===== src/lac_pkg.sv =====
// Function
// - resolution field sets cycles per conversion
// - integration lasts the selected oscillator cycles
// - range field selects full-scale span index
// - result low byte 02, high 03
// - result right-aligned to selected resolution
// - both result bytes overwritten each conversion
// - lower threshold at 04/05, reset 00
// - upper threshold at 06/07, reset ff
// - integration is 2^n oscillator periods
// - interrupt after m consecutive out-of-window results
// - mode field: off, visible, infrared, reserved
// - command register transfer clears flag and pin
// - answer only at fixed address 1000100
package lac_pkg;

  // ****************************************
  // register map
  // ****************************************
  localparam logic [7:0] LAC_OFS_CMD = 8'h00; // mode, flag, persistence
  localparam logic [7:0] LAC_OFS_RESRANGE = 8'h01; // resolution_range_config
  localparam logic [7:0] LAC_OFS_RES_LO = 8'h02; // result_low_byte
  localparam logic [7:0] LAC_OFS_RES_HI = 8'h03; // result_high_byte
  localparam logic [7:0] LAC_OFS_LT_LO = 8'h04; // lower_threshold_low_byte
  localparam logic [7:0] LAC_OFS_LT_HI = 8'h05; // lower_threshold_high_byte
  localparam logic [7:0] LAC_OFS_HT_LO = 8'h06; // upper_threshold_low_byte
  localparam logic [7:0] LAC_OFS_HT_HI = 8'h07; // upper_threshold_high_byte

  // ****************************************
  // reset values and fields
  // ****************************************
  localparam logic [7:0] LAC_RST_CMD = 8'h00;
  localparam logic [7:0] LAC_RST_RESRANGE = 8'h00;
  localparam logic [7:0] LAC_RST_LT = 8'h00;
  localparam logic [7:0] LAC_RST_HT = 8'hff;
  localparam logic [7:0] LAC_RST_RESULT = 8'h00;
  localparam int LAC_CMD_MODE_LSB = 5; // mode field bits 7:5
  localparam int LAC_CMD_FLAG_BIT = 2; // interrupt flag
  localparam logic [7:0] LAC_CMD_WR_MASK = 8'he3; // mode and persistence writable
  localparam logic [7:0] LAC_RESRANGE_MASK = 8'h0f; // upper nibble reads zero
  localparam logic [6:0] LAC_SLAVE_ADDR = 7'h44; // 1000100

  // operating modes
  localparam logic [2:0] LAC_MODE_OFF = 3'h0;
  localparam logic [2:0] LAC_MODE_VIS = 3'h5;
  localparam logic [2:0] LAC_MODE_IR = 3'h6;

  // ****************************************
  // timing
  // ****************************************
  localparam longint LAC_CLK_HZ = 250_000_000; // system clock rate
  localparam longint LAC_OSC_HZ = 655_000; // internal_osc_frequency, nominal resistor
  // nominal period rounds down to whole clock cycles
  localparam int LAC_OSC_DIV = int'(LAC_CLK_HZ / LAC_OSC_HZ);

  // integration-state machine
  typedef enum logic [1:0] {LAC_IDLE, LAC_INTEG, LAC_DONE} lac_state_t;

  // oscillator cycles per conversion from resolution code
  function automatic logic [16:0] lac_cycles(input logic [1:0] res);
    case (res)
      2'h0: lac_cycles = 17'h10000; // 65,536
      2'h1: lac_cycles = 17'h01000; // 4,096
      2'h2: lac_cycles = 17'h00100; // 256
      default: lac_cycles = 17'h00010; // 16
    endcase
  endfunction : lac_cycles

  // persistence code to integration count m
  function automatic logic [4:0] lac_persist(input logic [1:0] code);
    case (code)
      2'h0: lac_persist = 5'h01;
      2'h1: lac_persist = 5'h04;
      2'h2: lac_persist = 5'h08;
      default: lac_persist = 5'h10;
    endcase
  endfunction : lac_persist

endpackage : lac_pkg


===== src/lac_light_adc.sv =====
module lac_light_adc
  import lac_pkg::*;
(
  input wire logic clk,
  input wire logic srst,
  input wire logic [6:0] busDevAddr, // device address of the current transfer
  input wire logic [7:0] regAddr, // register offset
  input wire logic regWrEn, // one-cycle write strobe
  input wire logic [7:0] regWrData,
  input wire logic regRdEn, // one-cycle read strobe
  output logic [7:0] regRdData, // valid the cycle after regRdEn
  input wire logic lightPulse, // photocurrent pulse train, asynchronous
  output logic adcActive, // front end powered
  output logic irSelect, // front end senses infrared
  output logic [1:0] spanIndex, // full_scale_span index minus one
  output logic intPinOut, // open-drain pin level when driven
  output logic intPinOeN // low while pulling the pin low
);

  // ****************************************
  // registers
  // ****************************************
  logic [7:0] cmdReg; // mode, flag, persistence
  logic [7:0] resRange; // resolution_range_config
  logic [15:0] result; // last conversion
  logic [15:0] lowThr; // lower threshold
  logic [15:0] highThr; // upper threshold
  logic addrHit; // transfer is for this device
  logic wrHit; // write to this device
  logic cmdXfer; // transfer of command register completes
  logic convDone; // one-cycle end of conversion
  logic trigger; // persistence reached this conversion

  assign addrHit = (busDevAddr == LAC_SLAVE_ADDR);
  assign wrHit = regWrEn && addrHit;
  assign cmdXfer = (regWrEn || regRdEn) && addrHit && (regAddr == LAC_OFS_CMD);

  // command register: writable fields, flag set by hardware
  always_ff @(posedge clk) begin
    if (srst) begin
      cmdReg <= LAC_RST_CMD;
    end else begin
      if (wrHit && regAddr == LAC_OFS_CMD) begin
        cmdReg[7:5] <= regWrData[7:5];
        cmdReg[1:0] <= regWrData[1:0];
      end
      // set wins over the transfer clear
      if (trigger) begin
        cmdReg[LAC_CMD_FLAG_BIT] <= 1'b1;
      end else if (cmdXfer) begin
        cmdReg[LAC_CMD_FLAG_BIT] <= 1'b0;
      end
    end
  end

  // config and threshold registers; result offsets take no writes
  always_ff @(posedge clk) begin
    if (srst) begin
      resRange <= LAC_RST_RESRANGE;
      lowThr <= {LAC_RST_LT, LAC_RST_LT};
      highThr <= {LAC_RST_HT, LAC_RST_HT};
    end else if (wrHit) begin
      case (regAddr)
        LAC_OFS_RESRANGE: resRange <= regWrData & LAC_RESRANGE_MASK;
        LAC_OFS_LT_LO: lowThr[7:0] <= regWrData;
        LAC_OFS_LT_HI: lowThr[15:8] <= regWrData;
        LAC_OFS_HT_LO: highThr[7:0] <= regWrData;
        LAC_OFS_HT_HI: highThr[15:8] <= regWrData;
        default: ; // result and unmapped offsets ignored
      endcase
    end
  end

  // read data, registered
  always_ff @(posedge clk) begin
    if (srst) begin
      regRdData <= 8'h00;
    end else if (regRdEn && addrHit) begin
      case (regAddr)
        LAC_OFS_CMD: regRdData <= cmdReg & (LAC_CMD_WR_MASK | 8'h04);
        LAC_OFS_RESRANGE: regRdData <= resRange;
        LAC_OFS_RES_LO: regRdData <= result[7:0];
        LAC_OFS_RES_HI: regRdData <= result[15:8];
        LAC_OFS_LT_LO: regRdData <= lowThr[7:0];
        LAC_OFS_LT_HI: regRdData <= lowThr[15:8];
        LAC_OFS_HT_LO: regRdData <= highThr[7:0];
        LAC_OFS_HT_HI: regRdData <= highThr[15:8];
        default: regRdData <= 8'h00; // unmapped reads zero
      endcase
    end
  end

  // ****************************************
  // mode decode and front-end controls
  // ****************************************
  logic modeRun; // continuous conversion selected

  assign modeRun = (cmdReg[7:5] == LAC_MODE_VIS) || (cmdReg[7:5] == LAC_MODE_IR);

  // front-end steering from registers
  always_ff @(posedge clk) begin
    if (srst) begin
      adcActive <= 1'b0;
      irSelect <= 1'b0;
      spanIndex <= 2'h0;
    end else begin
      adcActive <= modeRun;
      irSelect <= (cmdReg[7:5] == LAC_MODE_IR);
      spanIndex <= resRange[1:0];
    end
  end

  // ****************************************
  // integration
  // ****************************************
  logic oscTick; // oscillator period pulse
  logic [2:0] pulseSync; // two synchroniser stages plus edge history
  logic pulseEdge; // rising edge of synchronised pulse
  logic [16:0] oscCnt; // oscillator cycles elapsed
  logic [16:0] countAcc; // photocurrent count
  logic [16:0] cyclesSel; // cycles for chosen resolution
  lac_state_t state;

  lac_osc_div u_osc (
    .clk(clk),
    .srst(srst),
    .run(state == LAC_INTEG),
    .tick(oscTick)
  );

  assign cyclesSel = lac_cycles(resRange[3:2]);
  assign pulseEdge = pulseSync[1] && !pulseSync[2];
  assign convDone = (state == LAC_DONE);

  // synchroniser for the asynchronous pulse input
  always_ff @(posedge clk) begin
    if (srst) begin
      pulseSync <= 3'h0;
    end else begin
      pulseSync <= {pulseSync[1:0], lightPulse};
    end
  end

  // conversion sequencer
  always_ff @(posedge clk) begin
    if (srst) begin
      state <= LAC_IDLE;
      oscCnt <= 17'h00000;
      countAcc <= 17'h00000;
    end else begin
      case (state)
        LAC_IDLE: begin
          oscCnt <= 17'h00000;
          countAcc <= 17'h00000;
          if (modeRun) begin
            state <= LAC_INTEG;
          end
        end
        LAC_INTEG: begin
          if (!modeRun) begin
            state <= LAC_IDLE;
          end else if (oscCnt >= cyclesSel) begin
            state <= LAC_DONE;
          end
          if (oscTick) begin
            oscCnt <= oscCnt + 17'h00001;
          end
          // count saturates at the code ceiling, also after a lower resolution is written
          if (countAcc >= cyclesSel) begin
            countAcc <= cyclesSel - 17'h00001;
          end else if (pulseEdge && countAcc < cyclesSel - 17'h00001) begin
            countAcc <= countAcc + 17'h00001;
          end
        end
        LAC_DONE: begin
          state <= LAC_IDLE;
        end
        default: state <= LAC_IDLE;
      endcase
    end
  end

  // result capture at conversion end
  always_ff @(posedge clk) begin
    if (srst) begin
      result <= {LAC_RST_RESULT, LAC_RST_RESULT};
    end else if (convDone) begin
      result <= countAcc[15:0];
    end
  end

  // ****************************************
  // threshold window and persistence
  // ****************************************
  logic outWindow; // result out of window
  logic [4:0] persistCnt; // consecutive out-of-window conversions

  assign outWindow = (countAcc[15:0] < lowThr) || (countAcc[15:0] > highThr);
  assign trigger = convDone && outWindow && (persistCnt + 5'h01 >= lac_persist(cmdReg[1:0]));

  // consecutive count, reset by any in-window result
  always_ff @(posedge clk) begin
    if (srst) begin
      persistCnt <= 5'h00;
    end else if (convDone) begin
      if (!outWindow) begin
        persistCnt <= 5'h00;
      end else if (persistCnt != 5'h10) begin
        persistCnt <= persistCnt + 5'h01;
      end
    end
  end

  // open-drain pin follows the flag
  always_ff @(posedge clk) begin
    if (srst) begin
      intPinOut <= 1'b0;
      intPinOeN <= 1'b1;
    end else begin
      intPinOut <= 1'b0;
      intPinOeN <= !cmdReg[LAC_CMD_FLAG_BIT];
    end
  end
endmodule : lac_light_adc


===== src/lac_osc_div.sv =====
// ****************************************
// internal oscillator stand-in
// ****************************************
module lac_osc_div
  import lac_pkg::*;
(
  input wire logic clk,
  input wire logic srst,
  input wire logic run, // oscillator runs while converting
  output logic tick // one-cycle pulse per oscillator period
);

  logic [15:0] divCnt; // clock cycles within one period

  // period counter, held at zero while stopped
  always_ff @(posedge clk) begin
    if (srst || !run) begin
      divCnt <= 16'h0000;
      tick <= 1'b0;
    end else if (divCnt == 16'(LAC_OSC_DIV - 1)) begin
      divCnt <= 16'h0000;
      tick <= 1'b1;
    end else begin
      divCnt <= divCnt + 16'h0001;
      tick <= 1'b0;
    end
  end
endmodule : lac_osc_div


===== config.mk =====
export PLATFORM = sky130hd
export DESIGN_NAME = lac_light_adc
export DESIGN_NICKNAME = d
export VERILOG_FILES = /design/src/lac_pkg.sv /design/src/lac_light_adc.sv /design/src/lac_osc_div.sv
export SDC_FILE = /design/constraint.sdc
export NUM_CORES = 1
export LEC_CHECK = 0
export ABC_AREA = 1
export BUFFER_PORTS_ARGS = -buffer_cell sky130_fd_sc_hd__buf_2
export CAP_MARGIN = 20
export CORE_MARGIN = 3
export CORE_UTILIZATION = 40
export CTS_CLUSTER_SIZE = 30
export DETAILED_ROUTE_END_ITERATION = 16
export PLACE_DENSITY_LB_ADDON = 0.12
export SYNTH_ARGS = -nofsm -noshare
export SYNTH_HDL_FRONTEND = slang
export SYNTH_SLANG_ARGS = --single-unit

===== constraint.sdc =====
create_clock -name clk -period 2.61 [get_ports clk]
set_input_delay 0.522 -clock clk [delete_from_list [all_inputs] [get_ports clk]]
set_output_delay 0.522 -clock clk [all_outputs]
set_load 0.05 [all_outputs]

## Word level (Yosys, flattened, before mapping)

Index checks and enable logic that the tools add are counted.

| storage, ports and cells | value |
|---|---|
| register bits after elaboration | 132 |

| cells by class | value |
|---|---|
| mux-type cells | 17 |
| $add $sub $neg | 5 |
| equality and inequality tests | 23 |
| reductions and logical operators | 32 |
| magnitude comparators | 6 |

Operators with widths:

| operator | number |
|---|---|
| case mux 17 bit (2 select lines) | 2 |
| case mux 8 bit (8 select lines) | 1 |
| two-way mux 17 bit | 3 |
| case mux 17 bit (3 select lines) | 1 |
| adder 17 x 1 -> 17 bit (second input constant) | 2 |
| >= comparator 17 bit | 2 |
| equality test 8 x 3 -> 1 bit (second input constant) | 4 |
| AND reduction 2 bit | 9 |
| < comparator 17 bit | 1 |
| subtractor 17 x 1 -> 17 bit (second input constant) | 1 |
| adder 16 x 1 -> 16 bit (second input constant) | 1 |
| equality test 16 x 9 -> 1 bit (second input constant) | 1 |
| equality test 8 x 2 -> 1 bit (second input constant) | 2 |
| greater-than comparator 16 bit | 1 |
| < comparator 16 bit | 1 |
| case mux 5 bit (3 select lines) | 1 |
| two-way mux 5 bit | 2 |
| logical AND 1 bit | 9 |
| equality test 8 x 1 -> 1 bit (second input constant) | 1 |
| logical NOT 8 bit | 1 |
| equality test 7 bit (second input constant) | 1 |
| equality test 2 x 1 -> 1 bit (second input constant) | 3 |
| equality test 2 bit (second input constant) | 3 |
| equality test 3 bit (second input constant) | 2 |
| 14 further kinds | 28 |

## Logic depth before layout (Yosys ltp)

| logic depth | value |
|---|---|
| word-level depth | 8 |
| depth in mapped cells | 18 |

## Modules after synthesis

A second synthesis with hierarchy kept.

| unflattened totals | value |
|---|---|
| cells, all modules | 1089 |
| area, all modules | 7708.6 um^2 |

By module, submodules not included:

| module | cells an instance | times used | area an instance (um^2) |
|---|---|---|---|
| lac_light_adc | 962 | 1 | 6789.0 |
| lac_osc_div | 127 | 1 | 919.6 |

## Worst setup path after synthesis

Ideal clock, no wire load.

| path | value |
|---|---|
| path type | flip-flop to flip-flop |
| start point | reg resRange[3] |
| end point | reg countAcc[15] |
| buffers on the path | 2 |
| slack | 0.614 ns |
| data arrival time | 1.881 ns |
| required time | 2.495 ns |
| stages on the path, launching flop included | 15 |
| path through | dfxtp_1 buf_6 inv_1 nand2_1 ha_1 nand3_1 nor3b_2 nand2_2 nand2_4 inv_6 nand2_4 nand2_8 buf_12 nand3_2 o21ai_2 |

| on the way | value |
|---|---|
| cells in the longest elaborated chain, start to end | 7 |
| elaborated cells between the ends (all ways) | 12 |
| classes of those cells | add/sub (1); order compare (2); eq/ne (3); mux (3); reduce/logical (3) |

Ends and longest elaborated chain:

| what | RTL line | source |
|---|---|---|
| start, declared | lac_light_adc.sv:24 | `logic [7:0] resRange;` |
| start signal, assigned | lac_light_adc.sv:64 | `LAC_OFS_RESRANGE: resRange <= regWrData & LAC_RESRANGE_MASK;` |
| equality test 2 bit (tied with other cells) | lac_pkg.sv:61 | `case (res)` |
| case mux 17 bit (3 select lines) (*) | lac_pkg.sv:61 |  |
| subtractor 17 x 1 -> 17 bit | lac_light_adc.sv:170, lac_light_adc.sv:171 |  |
| < comparator 17 bit | lac_light_adc.sv:171 | `end else if (pulseEdge && countAcc < cyclesSel - 17'h00001) begin` |
| logical AND 1 bit | lac_light_adc.sv:171 |  |
| inequality test 3 bit (no line) | - |  |
| AND reduction 2 bit (no line) | - |  |
| end signal, assigned | lac_light_adc.sv:170 | `countAcc <= cyclesSel - 17'h00001;` |
| end signal, assigned | lac_light_adc.sv:172 | `countAcc <= countAcc + 17'h00001;` |
| end, declared | lac_light_adc.sv:120 | `logic [16:0] countAcc;` |

Every way passes the cells marked *; elsewhere a longest branch is shown, timed or not.
A chain may end at the register's enable or synchronous reset.

## Worst setup path after layout

| path | value |
|---|---|
| start point | reg resRange[2] |
| end point | reg countAcc[0] |

| on the way | value |
|---|---|
| cells in the longest elaborated chain, start to end | 7 |
| elaborated cells between the ends (all ways) | 12 |
| classes of those cells | add/sub (1); order compare (2); eq/ne (3); mux (3); reduce/logical (3) |

Ends and longest elaborated chain:

| what | RTL line |
|---|---|
| equality test 2 bit (tied with other cells) | lac_pkg.sv:61 |
| case mux 17 bit (3 select lines) (*) | lac_pkg.sv:61 |
| subtractor 17 x 1 -> 17 bit | lac_light_adc.sv:171 |
| < comparator 17 bit | lac_light_adc.sv:171 |
| logical AND 1 bit | lac_light_adc.sv:171 |
| inequality test 3 bit (no line) | - |
| AND reduction 2 bit (no line) | - |

Marked as above.

==> out/metrics.csv <==
metric,value,unit
die_x,144,um
finalSetupTns,0,ns
use_met1,0.290,
mostFrequentLayoutCells,"nand2_1 (184), inv_1 (149), dfxtp_1 (132)",
fin_cells,1364,
use_met3,0.0443,
fin_util,0.474,
clockBufferDepth,2,
ios,42,
path_max_fanout,18,
first_iter_violations,457,
row_count,49,
gpl.final_weighted_congestion,0.873,
finalHoldViolCount,0,
synth_area_per_cell,7.07,sq um
io_buffers,40,
place_ws,0.419,ns
place_area,8070,sq um
post-route-min-period,2.23,ns
power,4.59,mW
core_area,18300,sq um
routed_wl,20.9,mm
cts.sinks,132,
ys_seq_elements,132,
dp_hpwl,15.8,mm
drv_cap,0,
vias,6984,
grt_pass1_wl,32.8,mm
slew_viol_final,0,
cts_tree,built,
fin_nets,1207,
grt_use_total,0.204,
setup_viol,0,
netlist_instances,1072,
fin_skew,0.0113,ns
firstDrtPassIters,5,
holdWs,0.337,ns
ys_seq_area_frac,0.349,
clockRootBuffer,clkbuf_16,
die_h,144,um
crit_required,2.93,ns
netlist_area,7580,sq um
cts_buffers,17,
syn_nets,1157,
end_kind,flip-flop,
synth.distinct_cells,48,
synthToLayoutAreaGrowth,14.3,%
met2_usage,0.316,
cts.hold.buffers_added,0,
cp-start-kind,flip-flop,
dieArea,20600,sq um
diodes,0,
timing.fmax,449,MHz
hp-class,in2reg,
status,completed,
gr-total-overflow,0,
viasPerCell,5.12,
ctsHtreeMaxLevel,4,
post-route-worst-setup-slack,0.381,ns
drc,0,
place_inst,1332,
irDropWorstVdd,0.459,mV
cts.repair.resized,0,
period_share,0.854,
arrival,2.55,ns
stdcell_area,8670,sq um
grt_max_degree,58,
yosysWarnings,0,
synthArstFlopShare,0,
rsz0062_at_grt,no,
critPathKind,reg2reg,
synth_flop_cell,dfxtp_1,
ant_nets,0,
routedWlPerCell,15.3,um
clkLatencyLatePin,0.43,ns
drive_above_1_share,0.126,
start_util,0.415,
leakagePower,3.75,nW
layout.cells.most_common,nand2_1,
power_density,529,nW/um^2
cts_setup_buffers,0,
grt_pass1_vias,6149,
path_clk_slew,0.06,ns
busiest_layer,met2,
synth-edff-count,0,
antenna_found_initial,0,
kinds of logic after synthesis:
| kind of cell | count (synthesis) | synth area share |
|---|---|---|
| other | 1 | 0.000495 |
| DFF | 132 | 0.349 |
| buffers and inverters | 184 | 0.0986 |
| AOI/OAI and AO/OA | 252 | 0.178 |
| xor gates and xnor gates | 14 | 0.0162 |
| adders and majority gates | 57 | 0.0941 |
| and+or+nand+nor | 432 | 0.264 |
worst max-delay path, cell delays in order (launching register included):
cell	delay, ns
dfxtp_1	0.31
inv_1	0.10
nand2_1	0.18
ha_1	0.37
nand3_1	0.13
nor3b_2	0.20
nand2_2	0.09
nand2_4	0.16
inv_6	0.07
nand2_4	0.11
nand2_8	0.12
nand2_4	0.14
nand2_1	0.06
nand2_1	0.05
inv_1	0.03
routing by layer:
layer,wire [um],vias to the layer above
met5,0,-
met4,223,0
met3,1000,16
met2,9290,163
met1,10400,3152
li1,-,3653
state kept, by name (all words and copies together), names as in the netlist:
signal and flops:
countAcc 17, oscCnt 17, highThr 16, lowThr 16, result 16, u_osc.divCnt 16, regRdData 8, cmdReg 6
persistCnt 5, resRange 4, pulseSync 3, spanIndex 2, state 2, adcActive 1, intPinOeN 1, irSelect 1
u_osc.tick 1
synth_stat cells, types with 2 or more instances:
cell      instances  area, sq um
inv_2             4         15.0
o21a_1            2         15.0
nand2_4           4         45.0
nor3_1           29          145
o22ai_2           3         37.5
ha_1             57          713
nor2_2           11         68.8
o21ai_2           2         17.5
nand3_2           8         80.1
a21oi_2           2         17.5
nor3_2            2         20.0
o22ai_1          19          119
buf_2             6         30.0
xor2_1           11         96.3
xnor2_1           3         26.3
o21ai_0          92          460
a22oi_1           2         15.0
inv_1           149          559
nor4_1            4         25.0
nand4_1          24          150
nand3_1          45          225
o21ai_1           3         15.0
buf_4             2         15.0
a21oi_1         120          601
a31oi_1           2         12.5
buf_1             3         11.3
or2_2             5         31.3
clkinv_1          2         7.51
nand2_2           3         18.8
nand2_1         184          691
dfxtp_1         132         2640
nor2_1          105          394
clkbuf_1         13         48.8
a21o_1            2         15.0
nor3b_2           3         37.5
buf_6             2         22.5
power breakdown:
part / switching, mW / total (mW) / internal, mW
clock network: 0.943 / 2.47 / 1.52
registers: 0.000652 / 2.02 / 2.02
logic: 0.0717 / 0.105 / 0.0330
cell type report:
cell class	instances	area, sq um
tap	229	287
inverter	157	599
clock buffer	19	443
timing repair buffer	58	348
sequential	132	2640
fill	1908	9600
multi-input combinational	756	4190
clock inverter	13	158
path summary, 6_finish.rpt:
path                            cells past startpoint            to  slack (ns)    startpoint
worst min-delay path                                3  pulseSync[0]        0.34    lightPulse
worst max register to register                     14   countAcc[0]        0.38   resRange[2]
worst min register to register                      2  pulseSync[1]        0.41  pulseSync[0]
worst max-delay path                               14   countAcc[0]        0.38   resRange[2]
Note: power is estimated with default switching activity, not from simulation.
